<file path="src/drs_pkg.sv">
// package for the data role swap (downstream to upstream) state machine
package drs_pkg;

   // state encoding, one-hot
   typedef enum logic [8:0] {
      DRS_READY      = 9'h001,
      DRS_EVALUATE   = 9'h002,
      DRS_ACCEPT     = 9'h004,
      DRS_REFUSE     = 9'h008,
      DRS_CHANGE_UFP = 9'h010,
      DRS_SEND_REQ   = 9'h020,
      DRS_HARD_RESET = 9'h040,
      DRS_IDLE       = 9'h080,
      DRS_WAIT_READY = 9'h100
   } drs_state_e;

   // policy manager answer codes for the evaluation query
   localparam logic [1:0] DRS_EVAL_OK = 2'h1;
   localparam logic [1:0] DRS_EVAL_REJECT = 2'h2;
   localparam logic [1:0] DRS_EVAL_WAIT = 2'h3;

   // message kinds asked of the protocol layer
   localparam logic [1:0] DRS_MSG_DR_SWAP = 2'h0;
   localparam logic [1:0] DRS_MSG_ACCEPT = 2'h1;
   localparam logic [1:0] DRS_MSG_REJECT = 2'h2;
   localparam logic [1:0] DRS_MSG_WAIT = 2'h3;

   // response wait timer, in microseconds and in clk_sys cycles (125 MHz)
   localparam int DRS_CLK_MHZ = 125;
   localparam int DRS_RESP_TIME_US = 27;
   localparam int DRS_RESP_CYCLES = DRS_RESP_TIME_US * DRS_CLK_MHZ;
   localparam int DRS_TMR_W = 24;

   // data role values; DRS_ROLE_DFP is the reset value
   localparam logic DRS_ROLE_DFP = 1'b0;
   localparam logic DRS_ROLE_UFP = 1'b1;

endpackage

</file>
<file path="src/drs_timer.sv">
// one-shot response wait timer with single-cycle expiry pulse
`timescale 1ns/1ns
module drs_timer #(
   parameter int WIDTH = 24
) (
   input wire logic clk_sys,
   input wire logic rstn,
   input wire logic start,
   input wire logic stop,
   input wire logic [WIDTH-1:0] load,
   output logic expired
);

   typedef struct packed {
      logic run;
      logic [WIDTH-1:0] cnt;
      logic exp;
   } drs_tmr_s;

   drs_tmr_s st_reg;
   drs_tmr_s st_next;

   always_comb begin
      st_next = st_reg;
      st_next.exp = 1'b0;
      if (stop) begin
         st_next.run = 1'b0;
      end else if (start) begin
         st_next.run = 1'b1;
         st_next.cnt = load;
      end else if (st_reg.run) begin
         if (st_reg.cnt <= {{(WIDTH-1){1'b0}}, 1'b1}) begin
            // expiry seen once, then the timer parks
            st_next.run = 1'b0;
            st_next.exp = 1'b1;
         end else begin
            st_next.cnt = st_reg.cnt - {{(WIDTH-1){1'b0}}, 1'b1};
         end
      end
   end

   always_ff @(posedge clk_sys) begin
      if (!rstn) begin
         st_reg <= '0;
      end else begin
         st_reg <= st_next;
      end
   end

   assign expired = st_reg.exp;

endmodule

</file>
<file path="src/drs_dfp_ufp.sv">
// data role swap state machine for a dual-role port acting as downstream
// Summary of operation
// [RULE1] machine is active only when the port is a dual-role port
// [RULE2] swap activity starts only from source-ready or sink-ready
// [RULE3] swap request received, no alternate modes: go evaluate
// [RULE4] swap request received with alternate modes: hard reset by power role
// [RULE5] local manager wants a swap: go send a swap request
// [RULE6] on evaluation entry ask the manager and wait for its answer
// [RULE7] manager approves: go to accepting
// [RULE8] manager refuses or needs more time: go to refusing
// [RULE9] on accepting entry ask protocol layer to send Accept
// [RULE10] Accept sent: go change to upstream
// [RULE11] on change entry ask manager to switch role to upstream
// [RULE12] manager confirms upstream role: go to idle as upstream and stay there
// [RULE13] on send entry request swap message and start response timer
// [RULE14] leaving send state by any path stops the response timer
// [RULE15] Reject, Wait or timeout while sending: back to ready, downstream
// [RULE16] Accept received in send state: go change to upstream
// [RULE17] refusing because swap impossible: send Reject
// [RULE18] refusing as evaluation pends: send Wait; partner retries later
// [RULE19] Reject or Wait sent: back to ready, still downstream
// [RULE20] timer length is a parameter, expiry a one-cycle event
// [RULE21] requests are entry pulses, completion from done or result inputs
`timescale 1ns/1ns
module drs_dfp_ufp #(
   parameter int RESP_CYCLES = drs_pkg::DRS_RESP_CYCLES
) (
   input wire logic clk_sys,
   input wire logic rstn,
   input wire logic dual_role_port,
   input wire logic power_ready,
   input wire logic power_role_source,
   input wire logic alt_modes_active,
   input wire logic rx_dr_swap,
   input wire logic rx_accept,
   input wire logic rx_reject,
   input wire logic rx_wait,
   input wire logic tx_done,
   input wire logic tx_fail,
   input wire logic pm_swap_wanted,
   input wire logic pm_eval_valid,
   input wire logic [1:0] pm_eval_result,
   input wire logic pm_role_done,
   input wire logic hard_reset_done,
   output logic tx_req,
   output logic [1:0] tx_msg,
   output logic pm_eval_req,
   output logic pm_role_req,
   output logic source_hard_reset_req,
   output logic sink_hard_reset_req,
   output logic data_role_ufp,
   output logic swap_busy,
   output logic [8:0] state_out
);

   typedef struct packed {
      drs_pkg::drs_state_e state;
      logic tx_req;
      logic [1:0] tx_msg;
      logic eval_req;
      logic role_req;
      logic src_hr;
      logic snk_hr;
      logic role_ufp;
      logic refuse_wait;
      logic tmr_start;
      logic tmr_stop;
      logic busy;
   } drs_fsm_s;

   drs_fsm_s st_reg;
   drs_fsm_s st_next;
   logic tmr_expired;

   // entry pulse for protocol layer send request
   function automatic logic [2:0] drs_send(input logic [1:0] msg);
      drs_send = {1'b1, msg};
   endfunction

   // idle, wait-ready and ready report free; every swap state reports busy
   function automatic logic drs_busy(input drs_pkg::drs_state_e s);
      case (s)
         drs_pkg::DRS_IDLE: begin
            drs_busy = 1'b0;
         end
         drs_pkg::DRS_WAIT_READY: begin
            drs_busy = 1'b0;
         end
         drs_pkg::DRS_READY: begin
            drs_busy = 1'b0;
         end
         default: begin
            drs_busy = 1'b1;
         end
      endcase
   endfunction

   drs_timer #(
      .WIDTH(drs_pkg::DRS_TMR_W)
   ) u_resp_timer (
      .clk_sys(clk_sys),
      .rstn(rstn),
      .start(st_reg.tmr_start),
      .stop(st_reg.tmr_stop),
      .load(RESP_CYCLES[drs_pkg::DRS_TMR_W-1:0]), // [RULE20]
      .expired(tmr_expired)
   );

   always_comb begin
      st_next = st_reg;
      // all requests are one-cycle pulses
      st_next.tx_req = 1'b0;
      st_next.eval_req = 1'b0;
      st_next.role_req = 1'b0;
      st_next.src_hr = 1'b0;
      st_next.snk_hr = 1'b0;
      st_next.tmr_start = 1'b0;
      st_next.tmr_stop = 1'b0;
      case (st_reg.state)
         drs_pkg::DRS_IDLE: begin
            // non dual-role ports never leave idle
            if (dual_role_port && !st_reg.role_ufp) begin // [RULE1]
               st_next.state = drs_pkg::DRS_WAIT_READY;
            end
         end
         drs_pkg::DRS_WAIT_READY: begin
            if (!dual_role_port) begin
               st_next.state = drs_pkg::DRS_IDLE;
            end else if (power_ready) begin // [RULE2]
               st_next.state = drs_pkg::DRS_READY;
            end
         end
         drs_pkg::DRS_READY: begin
            if (!dual_role_port || st_reg.role_ufp) begin
               st_next.state = drs_pkg::DRS_IDLE;
            end else if (!power_ready) begin // [RULE2]
               st_next.state = drs_pkg::DRS_WAIT_READY;
            end else if (rx_dr_swap && alt_modes_active) begin // [RULE4]
               st_next.state = drs_pkg::DRS_HARD_RESET;
               st_next.src_hr = power_role_source;
               st_next.snk_hr = !power_role_source;
            end else if (rx_dr_swap) begin // [RULE3]
               // partner's request beats a local one in the same cycle
               st_next.state = drs_pkg::DRS_EVALUATE;
               st_next.eval_req = 1'b1; // [RULE6] [RULE21]
            end else if (pm_swap_wanted) begin // [RULE5]
               st_next.state = drs_pkg::DRS_SEND_REQ;
               {st_next.tx_req, st_next.tx_msg} =
                  drs_send(drs_pkg::DRS_MSG_DR_SWAP); // [RULE13]
               st_next.tmr_start = 1'b1; // [RULE13]
            end
         end
         drs_pkg::DRS_EVALUATE: begin
            if (pm_eval_valid) begin // [RULE6]
               if (pm_eval_result == drs_pkg::DRS_EVAL_OK) begin // [RULE7]
                  st_next.state = drs_pkg::DRS_ACCEPT;
                  {st_next.tx_req, st_next.tx_msg} =
                     drs_send(drs_pkg::DRS_MSG_ACCEPT); // [RULE9]
               end else if (pm_eval_result == drs_pkg::DRS_EVAL_WAIT) begin
                  st_next.state = drs_pkg::DRS_REFUSE; // [RULE8]
                  st_next.refuse_wait = 1'b1;
                  {st_next.tx_req, st_next.tx_msg} =
                     drs_send(drs_pkg::DRS_MSG_WAIT); // [RULE18]
               end else begin
                  // any other answer is treated as a refusal
                  st_next.state = drs_pkg::DRS_REFUSE; // [RULE8]
                  st_next.refuse_wait = 1'b0;
                  {st_next.tx_req, st_next.tx_msg} =
                     drs_send(drs_pkg::DRS_MSG_REJECT); // [RULE17]
               end
            end
         end
         drs_pkg::DRS_ACCEPT: begin
            if (tx_done) begin // [RULE10]
               st_next.state = drs_pkg::DRS_CHANGE_UFP;
               st_next.role_req = 1'b1; // [RULE11]
            end else if (tx_fail) begin
               // accept never reached the partner: keep the role
               st_next.state = drs_pkg::DRS_WAIT_READY;
            end
         end
         drs_pkg::DRS_REFUSE: begin
            if (tx_done || tx_fail) begin // [RULE19]
               st_next.state = drs_pkg::DRS_WAIT_READY;
            end
         end
         drs_pkg::DRS_CHANGE_UFP: begin
            if (pm_role_done) begin // [RULE12]
               st_next.role_ufp = drs_pkg::DRS_ROLE_UFP;
               st_next.state = drs_pkg::DRS_IDLE;
            end
         end
         drs_pkg::DRS_SEND_REQ: begin
            if (rx_accept) begin // [RULE16]
               st_next.state = drs_pkg::DRS_CHANGE_UFP;
               st_next.role_req = 1'b1; // [RULE11]
               st_next.tmr_stop = 1'b1; // [RULE14]
            end else if (rx_reject || rx_wait || tmr_expired
                         || tx_fail) begin // [RULE15]
               st_next.state = drs_pkg::DRS_WAIT_READY;
               st_next.tmr_stop = 1'b1; // [RULE14]
            end
         end
         drs_pkg::DRS_HARD_RESET: begin
            // hard reset returns the port to the downstream role
            if (hard_reset_done) begin
               st_next.role_ufp = drs_pkg::DRS_ROLE_DFP;
               st_next.state = drs_pkg::DRS_WAIT_READY;
            end
         end
         default: begin
            st_next.state = drs_pkg::DRS_IDLE;
         end
      endcase
      // decoded from the next state so the flag leaves a flip-flop
      st_next.busy = drs_busy(st_next.state);
   end

   always_ff @(posedge clk_sys) begin
      if (!rstn) begin
         st_reg <= '0;
         st_reg.state <= drs_pkg::DRS_IDLE;
         st_reg.role_ufp <= drs_pkg::DRS_ROLE_DFP;
      end else begin
         st_reg <= st_next;
      end
   end

   // every output is taken from the state register
   assign tx_req = st_reg.tx_req;
   assign tx_msg = st_reg.tx_msg;
   assign pm_eval_req = st_reg.eval_req;
   assign pm_role_req = st_reg.role_req;
   assign source_hard_reset_req = st_reg.src_hr;
   assign sink_hard_reset_req = st_reg.snk_hr;
   assign data_role_ufp = st_reg.role_ufp;
   assign state_out = st_reg.state;
   assign swap_busy = st_reg.busy;

endmodule

</file>
<file path="config.mk">
export PLATFORM = sky130hd
export DESIGN_NAME = drs_dfp_ufp
export DESIGN_NICKNAME = d
export VERILOG_FILES = /design/src/drs_pkg.sv /design/src/drs_timer.sv /design/src/drs_dfp_ufp.sv
export SDC_FILE = /design/constraint.sdc
export NUM_CORES = 1
export LEC_CHECK = 0
export ABC_AREA = 1
export ABC_CLOCK_PERIOD_IN_PS = 1800
export BUFFER_PORTS_ARGS = -buffer_cell sky130_fd_sc_hd__buf_2
export CORE_UTILIZATION = 30
export CTS_CLUSTER_DIAMETER = 200
export DETAILED_ROUTE_END_ITERATION = 10
export HOLD_SLACK_MARGIN = 0.06
export PLACE_DENSITY = 0.54
export REMOVE_ABC_BUFFERS = 1
export SLEW_MARGIN = 20
export SYNTH_ARGS = -nofsm -noshare
export SYNTH_HDL_FRONTEND = slang
export SYNTH_SLANG_ARGS = --single-unit
</file>
<file path="constraint.sdc">
create_clock -name clk_sys -period 1.8 [get_ports clk_sys]
set_clock_uncertainty 0.1 [all_clocks]
set_input_delay 0.27 -clock clk_sys [delete_from_list [all_inputs] [get_ports clk_sys]]
set_output_delay 0.27 -clock clk_sys [all_outputs]
set_load 0.01 [all_outputs]
</file>
==> summary.txt, run 1 <==
Timing
  • Slew HR: 69.8%
  • Final setup vio count: 0
  • Final worst setup slack: 0.0887 ns
  • Worst-Margin Slew: 0.453 ns
  • Slew Viols, Final: 0
  • Max Fclk: 584 MHz
  • Fin crit period: 1.71 ns
  • Unrepaired setup endpoints after global routing: true
  • Hold Violations, Final: 0
  • Period utilization: 95.1%

CTS
  • CTS max path bufs: 2
  • Worst skew pair latency: 0.31 ns
  • CTS tree: yes
  • CTS Buf Count: 5
  • CTS sink cnt: 46
  • Root Driver: clkbuf_8
  • # H-tree levels: 2
  • Clock transition at path regs: 0.09 ns

Synth
  • Share of the synthesized area in the top cell type: 31.7%
  • Post-synthesis sequential area ratio: 31.7%
  • Multiplexer share of the synthesized area: 0%
  • Synth Area in Compound Gates: 11.8%
  • Seq cells post-synth: 46
  • Post-Synth Adder-Cell Area: 0.862%
  • Synth area leaders: dfxtp_1, nand2_1, nor2_1
  • Largest area contributor in the netlist: dfxtp_1
  • Synth top cells by count: nand2_1, nor2_1, inv_1
  • Synth Area in XOR/XNOR: 0.302%
  • Count leader, synth: nand2_1
  • Yosys warns: 0
  • Mapped Area: 2900 um2
  • Cells after Synth: 489
  • Largest family of logic cells by synthesized area: simple AND/OR/NAND/NOR gates
  • Async set or reset register ratio after synthesis: 0%
  • Ys flop type: dfxtp_1
  • Post-synth cell types: 30
  • Post-synth EDFFs: 0
  • Synth Area per Inst: 5.93 um2
  • Post-synthesis simple-gate area fraction: 46.2%

Setup path
  • Worst reg-to-reg setup slack: 0.09 ns
  • Crit path DAT: 1.80 ns
  • Critical Path Source Type: register
  • Reg2reg end: u_resp_timer.st_reg[9]
  • CP max stage cell: dfxtp_2
  • Buf/Inv on CP: 2
  • CP Depth: 11
  • Crit Path Class: reg2reg
  • Largest stage delay, worst path: 0.35 ns
  • Max FO, Critical Path: 11
  • R2R Path Start: u_resp_timer.st_reg[14]
  • Top delay family on crit path: simple AND/OR/NAND/NOR gates
  • Worst-path cell chain: nor2_2 > nand2_2 > nor2_4 > inv_2 > nor2_1 > nand2_1 > nand2_2 > nand2_4 > buf_6 > o21ai_1 > nor2_1
  • R2r worst-path depth: 11
  • Crit end category: register
  • Critical path data required time: 1.89 ns

Drt
  • Top layer in use: met4
  • DR pass1 iterations: 4
  • DR WL/cell: 12.5 um
  • Routed wl met3: 353 um
  • Vias per Instance: 4.77
  • Initial drt markers: 136
  • Met2 wire length: 4.25 mm
  • Routed Antenna Nets: 0
  • DRT Wirelength: 8.54 mm
  • DRC viols: 0
  • Met1 Wirelength: 3.83 mm
  • Vias: 3,264

Floorplan
  • Die ar.: 10,100 um2
  • Starting density of the core: 31.3%
  • Rows: 35
  • Core footprint: 9280 um2
  • Horiz. Die Dim: 100 um
  • Die Ht: 100 um
  • IO Pins: 36

Pwr
  • Power density over the cells: 517 nW/um2
  • Gate power share: 9.7%
  • Clk network pwr share: 35.5%
  • Peak supply drop: 0.233 mV
  • Int Pwr: 1370 uW
  • Switching portion of total power: 27.1%
  • Sw Pwr: 509 uW
  • P_leak: 0.00178 uW
  • Register share of total power: 54.8%

Final layout
  • Area delta synth->final: 25.0%
  • Fin nets: 574
  • Filler instances: 1,070
  • Post-route cell area: 3630 um2
  • Layout cells sized above 1: 22.0%
  • Final Util: 39.1%
  • Largest register FFs: 25
  • ANT cells: 0

Global routing
  • Antenna violations before repair: 0
  • Pin count of the biggest net entering global routing: 17
  • Vias in the first global route: 2,985
  • Congestion Overflow GR: 0
  • GRT Util Overall: 17.4%
  • First-pass GRT wire length: 13.8 mm

Worst hold path
  • Worst hold path class: in2reg
  • Worst Hold Path Cells: 3
  • HP Start: pm_eval_result[0]
  • Hold Crit Endpoint: tx_msg[0]

Place
  • DP Worst Slack: 0.0425 ns
  • Port bufs: 35
  • Post-DP HPWL: 6.48 mm
  • Placed Area: 3420 um2
  • GP Congestion: 0.852

Flow run
  • Max cap viols: 0

Run status
  • Run status: complete, no violations
-- worst min-delay path: stages --
cell     delay (ns)
buf_2          0.10
nand2_1        0.05
a21oi_1        0.05
-- layout by cell type, fill, tap and decap left out, types with 8 or more instances in the layout --
master / Yosys / routed
nand2_1: 121 / 121
nor2_1: 97 / 86
inv_1: 52 / 52
nand3_1: 50 / 49
dfxtp_1: 46 / 40
a21oi_1: 35 / 35
buf_2: 3 / 35
buf_4: 0 / 30
nor2_2: 11 / 18
o21ai_0: 16 / 13
nand4_1: 11 / 11
o21ai_1: 5 / 8
nor3_1: 8 / 8
-- area by class of cell --
cell class | instances | area [um2] | share of cell area, %
sequential | 46 | 928 | 25.6
clock inverter | 3 | 21.3 | 0.587
clock buffer | 5 | 68.8 | 1.90
multi-input combinational | 377 | 1780 | 49.2
timing repair buffer | 69 | 452 | 12.5
inverter | 55 | 211 | 5.83
tap | 129 | 161 | 4.45
-- power groups by stage --
stage	Sequential (uW)	Combinational [uW]	Clock, uW
after floorplan	1060	83.9	0
after global placement	1050	172	0
after detailed placement	1050	174	0
after CTS	1030	177	690
after global routing	1030	201	735
final	1030	182	666
-- worst max-delay path by stage --
stage	start	endpoint
final	u_resp_timer.st_reg[14]	u_resp_timer.st_reg[9]
after global routing	u_resp_timer.st_reg[22]	u_resp_timer.st_reg[13]
after CTS	u_resp_timer.st_reg[1]	u_resp_timer.st_reg[8]
after detailed placement	u_resp_timer.st_reg[16]	u_resp_timer.st_reg[9]
after global placement	u_resp_timer.st_reg[16]	u_resp_timer.st_reg[12]
after floorplan	u_resp_timer.st_reg[1]	u_resp_timer.st_reg[22]
-- timing repair --
| action | in CTS | in global routing |
|---|---|---|
| hold buffers | 2 | 0 |
| resized for setup | 0 | 29 |
| buffers inserted | 0 | 3 |
| hold endpoints to repair | 2 | 0 |
| setup endpoints to repair | 0 | 25 |
-- cells by family after synthesis --
| group | count (synthesis) |
|---|---|
| DFF | 46 |
| adders and majority gates | 2 |
| xor gates and xnor gates | 1 |
| and+or+nand+nor | 310 |
| AOI/OAI and AO/OA | 64 |
| buffers and inverters | 66 |
-- per-layer routing --
layer / track usage, % / vias up
met2: 31.6 / 73
met4: 4.68 / 0
li1: - / 1696
met5: 0 / -
met1: 21.2 / 1487
met3: 2.58 / 8
-- through the flow --
| stage | hold slack, ns | cells | power (uW) | setup TNS, ns |
|---|---|---|---|---|
| CTS | 0.106 | 681 | 1890 | 0 |
| global placement | 0.343 | 671 | 1220 | 0 |
| detailed placement | 0.349 | 671 | 1220 | 0 |
| floorplan | 0.242 | 478 | 1140 | 0 |
| finish | 0.120 | 684 | 1880 | 0 |
| global route | 0.135 | 684 | 1970 | -0.0819 |
No activity file was read; power rests on OpenSTA's default activity.
==> run 2, diff against run 1 <==
--- a/config.mk
+++ b/config.mk
@@ -7,3 +7,3 @@
 export LEC_CHECK = 0
-export ABC_AREA = 1
+export ABC_AREA = 0
 export ABC_CLOCK_PERIOD_IN_PS = 1800
==> constraint.sdc (replaced) <==
create_clock -name clk_sys -period 1.8 [get_ports clk_sys]
set_clock_uncertainty 0.1 [all_clocks]
set_input_delay 0.09 -clock clk_sys [delete_from_list [all_inputs] [get_ports clk_sys]]
set_output_delay 0.09 -clock clk_sys [all_outputs]
set_load 0.01 [all_outputs]
==> run 2 against run 1 <==
- the flow now finishes with violations (negative setup slack)
- die area shrank 13%
- critical path depth shrank 5
- sequential cell count is the same
- maximum frequency shrank 20%
- routed wire length shrank 5.5%
- setup slack lost 0.43 ns
- largest cell class unchanged
==> summary.txt, run 2 <==
Final layout
  • Filler instances: 800 (was 1,070)
  • Final std cells w/o fill: 541 (was 684)
  • Post-route cell area: 4050 um2 (was 3630 um2)
  • Commonest non-fill, non-tap cells in the layout: buf_4, nor2_1, dfxtp_1 (was nand2_1, nor2_1, inv_1)
  • Fin nets: 455 (was 574)
  • Largest register FFs: 25 (unchanged)
  • ANT cells: 0 (unchanged)
  • Commonest non-fill, non-tap cell in the layout: buf_4 (was nand2_1)
  • Layout cells sized above 1: 47.2% (was 22.0%)
  • Area delta synth->final: 60.5% (was 25.0%)

Global routing
  • Congestion Overflow GR: 0 (unchanged)
  • Antenna violations before repair: 0 (unchanged)
  • Pin count of the biggest net entering global routing: 22 (was 17)
  • GRT Util Overall: 18.9% (was 17.4%)
  • Vias in the first global route: 2,689 (was 2,985)
  • First-pass GRT wire length: 13.0 mm (was 13.8 mm)

Pwr
  • Peak supply drop: 0.300 mV (was 0.233 mV)
  • P_leak: 0.00172 uW (was 0.00178 uW)
  • Power density over the cells: 471 nW/um2 (was 517 nW/um2)

Synth
  • Share of the synthesized area in the top cell type: 36.5% (was 31.7%)
  • Largest area contributor in the netlist: dfxtp_1 (unchanged)
  • Synth top cells by count: dfxtp_1, nor2_1, nand2_1 (was nand2_1, nor2_1, inv_1)
  • Post-synth EDFFs: 0 (unchanged)
  • Count leader, synth: dfxtp_1 (was nand2_1)
  • Async set or reset register ratio after synthesis: 0% (unchanged)
  • Mapped Area: 2520 um2 (was 2900 um2)
  • Post-synthesis sequential area ratio: 36.5% (was 31.7%)
  • Synth area leaders: dfxtp_1, nor2_1, xor2_1 (was dfxtp_1, nand2_1, nor2_1)
  • Yosys warns: 0 (unchanged)
  • Seq cells post-synth: 46 (unchanged)
  • Synth Area per Inst: 8.19 um2 (was 5.93 um2)
  • Post-synth cell types: 50 (was 30)
  • Ys flop type: dfxtp_1 (unchanged)
  • Cells after Synth: 308 (was 489)

Timing
  • Max Fclk: 466 MHz (was 584 MHz)
  • Worst-Margin Slew: 0.525 ns (was 0.453 ns)
  • Unrepaired setup endpoints after global routing: true (unchanged)
  • Slew Viols, Final: 0 (unchanged)
  • Period utilization: 119% (was 95.1%)
  • Final worst setup slack: -0.346 ns (was 0.0887 ns)
  • Fin crit period: 2.15 ns (was 1.71 ns)
  • Hold_ws: 0.0761 ns (was 0.120 ns)
  • Final setup vio count: 41 (was 0)
  • Hold Violations, Final: 0 (unchanged)
  • Slew HR: 64.9% (was 69.8%)

CTS
  • Clock transition at path regs: 0.08 ns (was 0.09 ns)
  • CTS max path bufs: 2 (unchanged)
  • # H-tree levels: 2 (unchanged)
  • Root Driver: clkbuf_8 (unchanged)
  • CTS sink cnt: 46 (unchanged)
  • Worst skew pair latency: 0.31 ns (about the same)
  • CTS tree: yes (unchanged)
  • CTS Buf Count: 5 (unchanged)

Setup path
  • Worst-path cell chain: or4_4 > or4_4 > a311oi_2 > a211o_2 > o221a_2 > and2_1 (was nor2_2 > nand2_2 > nor2_4 > inv_2 > nor2_1 > nand2_1 > nand2_2 > nand2_4 > buf_6 > o21ai_1 > nor2_1)
  • Critical path's most frequent cell: or4_4
  • Crit end category: register (unchanged)
  • Critical path data required time: 1.95 ns (was 1.89 ns)
  • CP max stage cell: or4_4 (was dfxtp_2)
  • Critical Path Source Type: register (unchanged)
  • Max FO, Critical Path: 3 (was 11)
  • Largest stage delay, worst path: 0.55 ns (was 0.35 ns)
  • Crit path DAT: 2.29 ns (was 1.80 ns)
  • Crit Path Class: reg2reg (unchanged)

Place
  • Port bufs: 35 (unchanged)
  • Placed Area: 3340 um2 (was 3420 um2)
  • Placed cell count: 514 (was 671)
  • Post-DP HPWL: 5.70 mm (was 6.48 mm)
  • GP Congestion: 0.878 (was 0.852)

Drt
  • Vias per Instance: 5.07 (was 4.77)
  • Initial drt markers: 106 (was 136)
  • DR pass1 iterations: 4 (unchanged)
  • DR WL/cell: 14.9 um (was 12.5 um)
  • DRC viols: 0 (unchanged)
  • Vias: 2,742 (was 3,264)
  • Routed Antenna Nets: 0 (unchanged)
  • DRT Wirelength: 8.07 mm (was 8.54 mm)

Floorplan
  • IO Pins: 36 (unchanged)
  • Die ar.: 8780 um2 (was 10,100 um2)
  • Starting density of the core: 30.9% (was 31.3%)
  • Rows: 33 (was 35)
  • Core footprint: 8180 um2 (was 9280 um2)
  • Die Ht: 93.7 um (was 100 um)
  • Horiz. Die Dim: 93.7 um (was 100 um)

Run status
  • Run status: finished with violations (was complete, no violations)
  • Failing checks: negative setup slack

Worst hold path
  • Worst hold path class: in2reg (unchanged)

Flow run
  • Max cap viols: 0 (unchanged)
[run 2: cell count changes after synthesis, moves of 8 or more]
cell	before	now
nor2_1	97	39
or4_1	0	10
xor2_1	1	14
nand4_1	11	2
nand3_1	50	10
a21boi_0	0	8
a21oi_1	35	6
nor2_2	11	0
inv_1	52	11
nor2b_1	0	13
nand2_1	121	20
[run 2: final cells by class]
class / instances / area [um2] / share of cell area, %
clock buffers: 6 / 72.6 / 1.79
clock inverters: 2 / 13.8 / 0.340
inverters: 11 / 41.3 / 1.02
multi-input cells: 239 / 1880 / 46.3
flip-flops and latches: 46 / 936 / 23.1
well taps: 105 / 131 / 3.24
repair buffers: 132 / 978 / 24.2
[run 2: final timing paths]
kind           startpoint      endpoint  slack [ns]  cells after the start
max          state_out[8]  state_out[0]       -0.35                      6
min               tx_done   pm_role_req        0.08                      3
min reg2reg     tx_msg[0]     tx_msg[0]        0.38                      2
max reg2reg  state_out[8]  state_out[0]       -0.35                      6
[run 2: metal layers]
layer,share of wire [%],wire length (um),up-vias,GRT usage [%]
met1,50,4000,1316,25.5
met2,47,3780,41,31.3
met3,2.6,209,5,3.16
met4,1.1,85,0,4.74
met5,0,0,-,0
li1,-,-,1380,-
[run 2: per-stage QoR]
| stage | power (uW) | worst slack, ns | setup TNS (ns) | util, % |
|---|---|---|---|---|
| after floorplan | 1140 | -0.449 | -9.44 | - |
| after global placement | 1240 | -0.331 | -9.48 | 40.9 |
| after detailed placement | 1240 | -0.380 | -9.72 | 40.9 |
| after CTS | 1930 | -0.322 | -6.52 | 47.4 |
| after global routing | 1990 | -0.368 | -9.04 | 49.5 |
| final | 1910 | -0.346 | -5.53 | 49.5 |
[run 2: power by group]
part / switching [uW] / internal (uW) / total, uW
Sequential: 4.23 / 1020 / 1030
Combinational: 125 / 106 / 231
Clock: 374 / 275 / 649
[run 2: critical path, delay by kind of cell (launching register included)]
kind,cells,cell delay [ns]
DFF,1,0.32
and+or+nand+nor,3,1.11
AOI/OAI and AO/OA,3,0.57
[run 2: cells by family after synthesis]
group / after synthesis / share of synthesized area [%]
AND/OR/NAND/NOR: 150 / 33.2
AO/OA/AOI/OAI: 72 / 19.7
flip-flops: 46 / 36.5
buffers and inverters: 23 / 4.46
XOR/XNOR: 15 / 5.21
adder cells (fa/ha/maj): 2 / 0.991
[run 2: repair_timing]
item,4_1_cts,5_1_grt
endpoints found under the setup margin,44,45
gates cloned,1,0
endpoints found under the hold margin,12,0
pin swaps,28,25
setup buffers,6,4
resized for setup,66,38
hold buffers,9,0
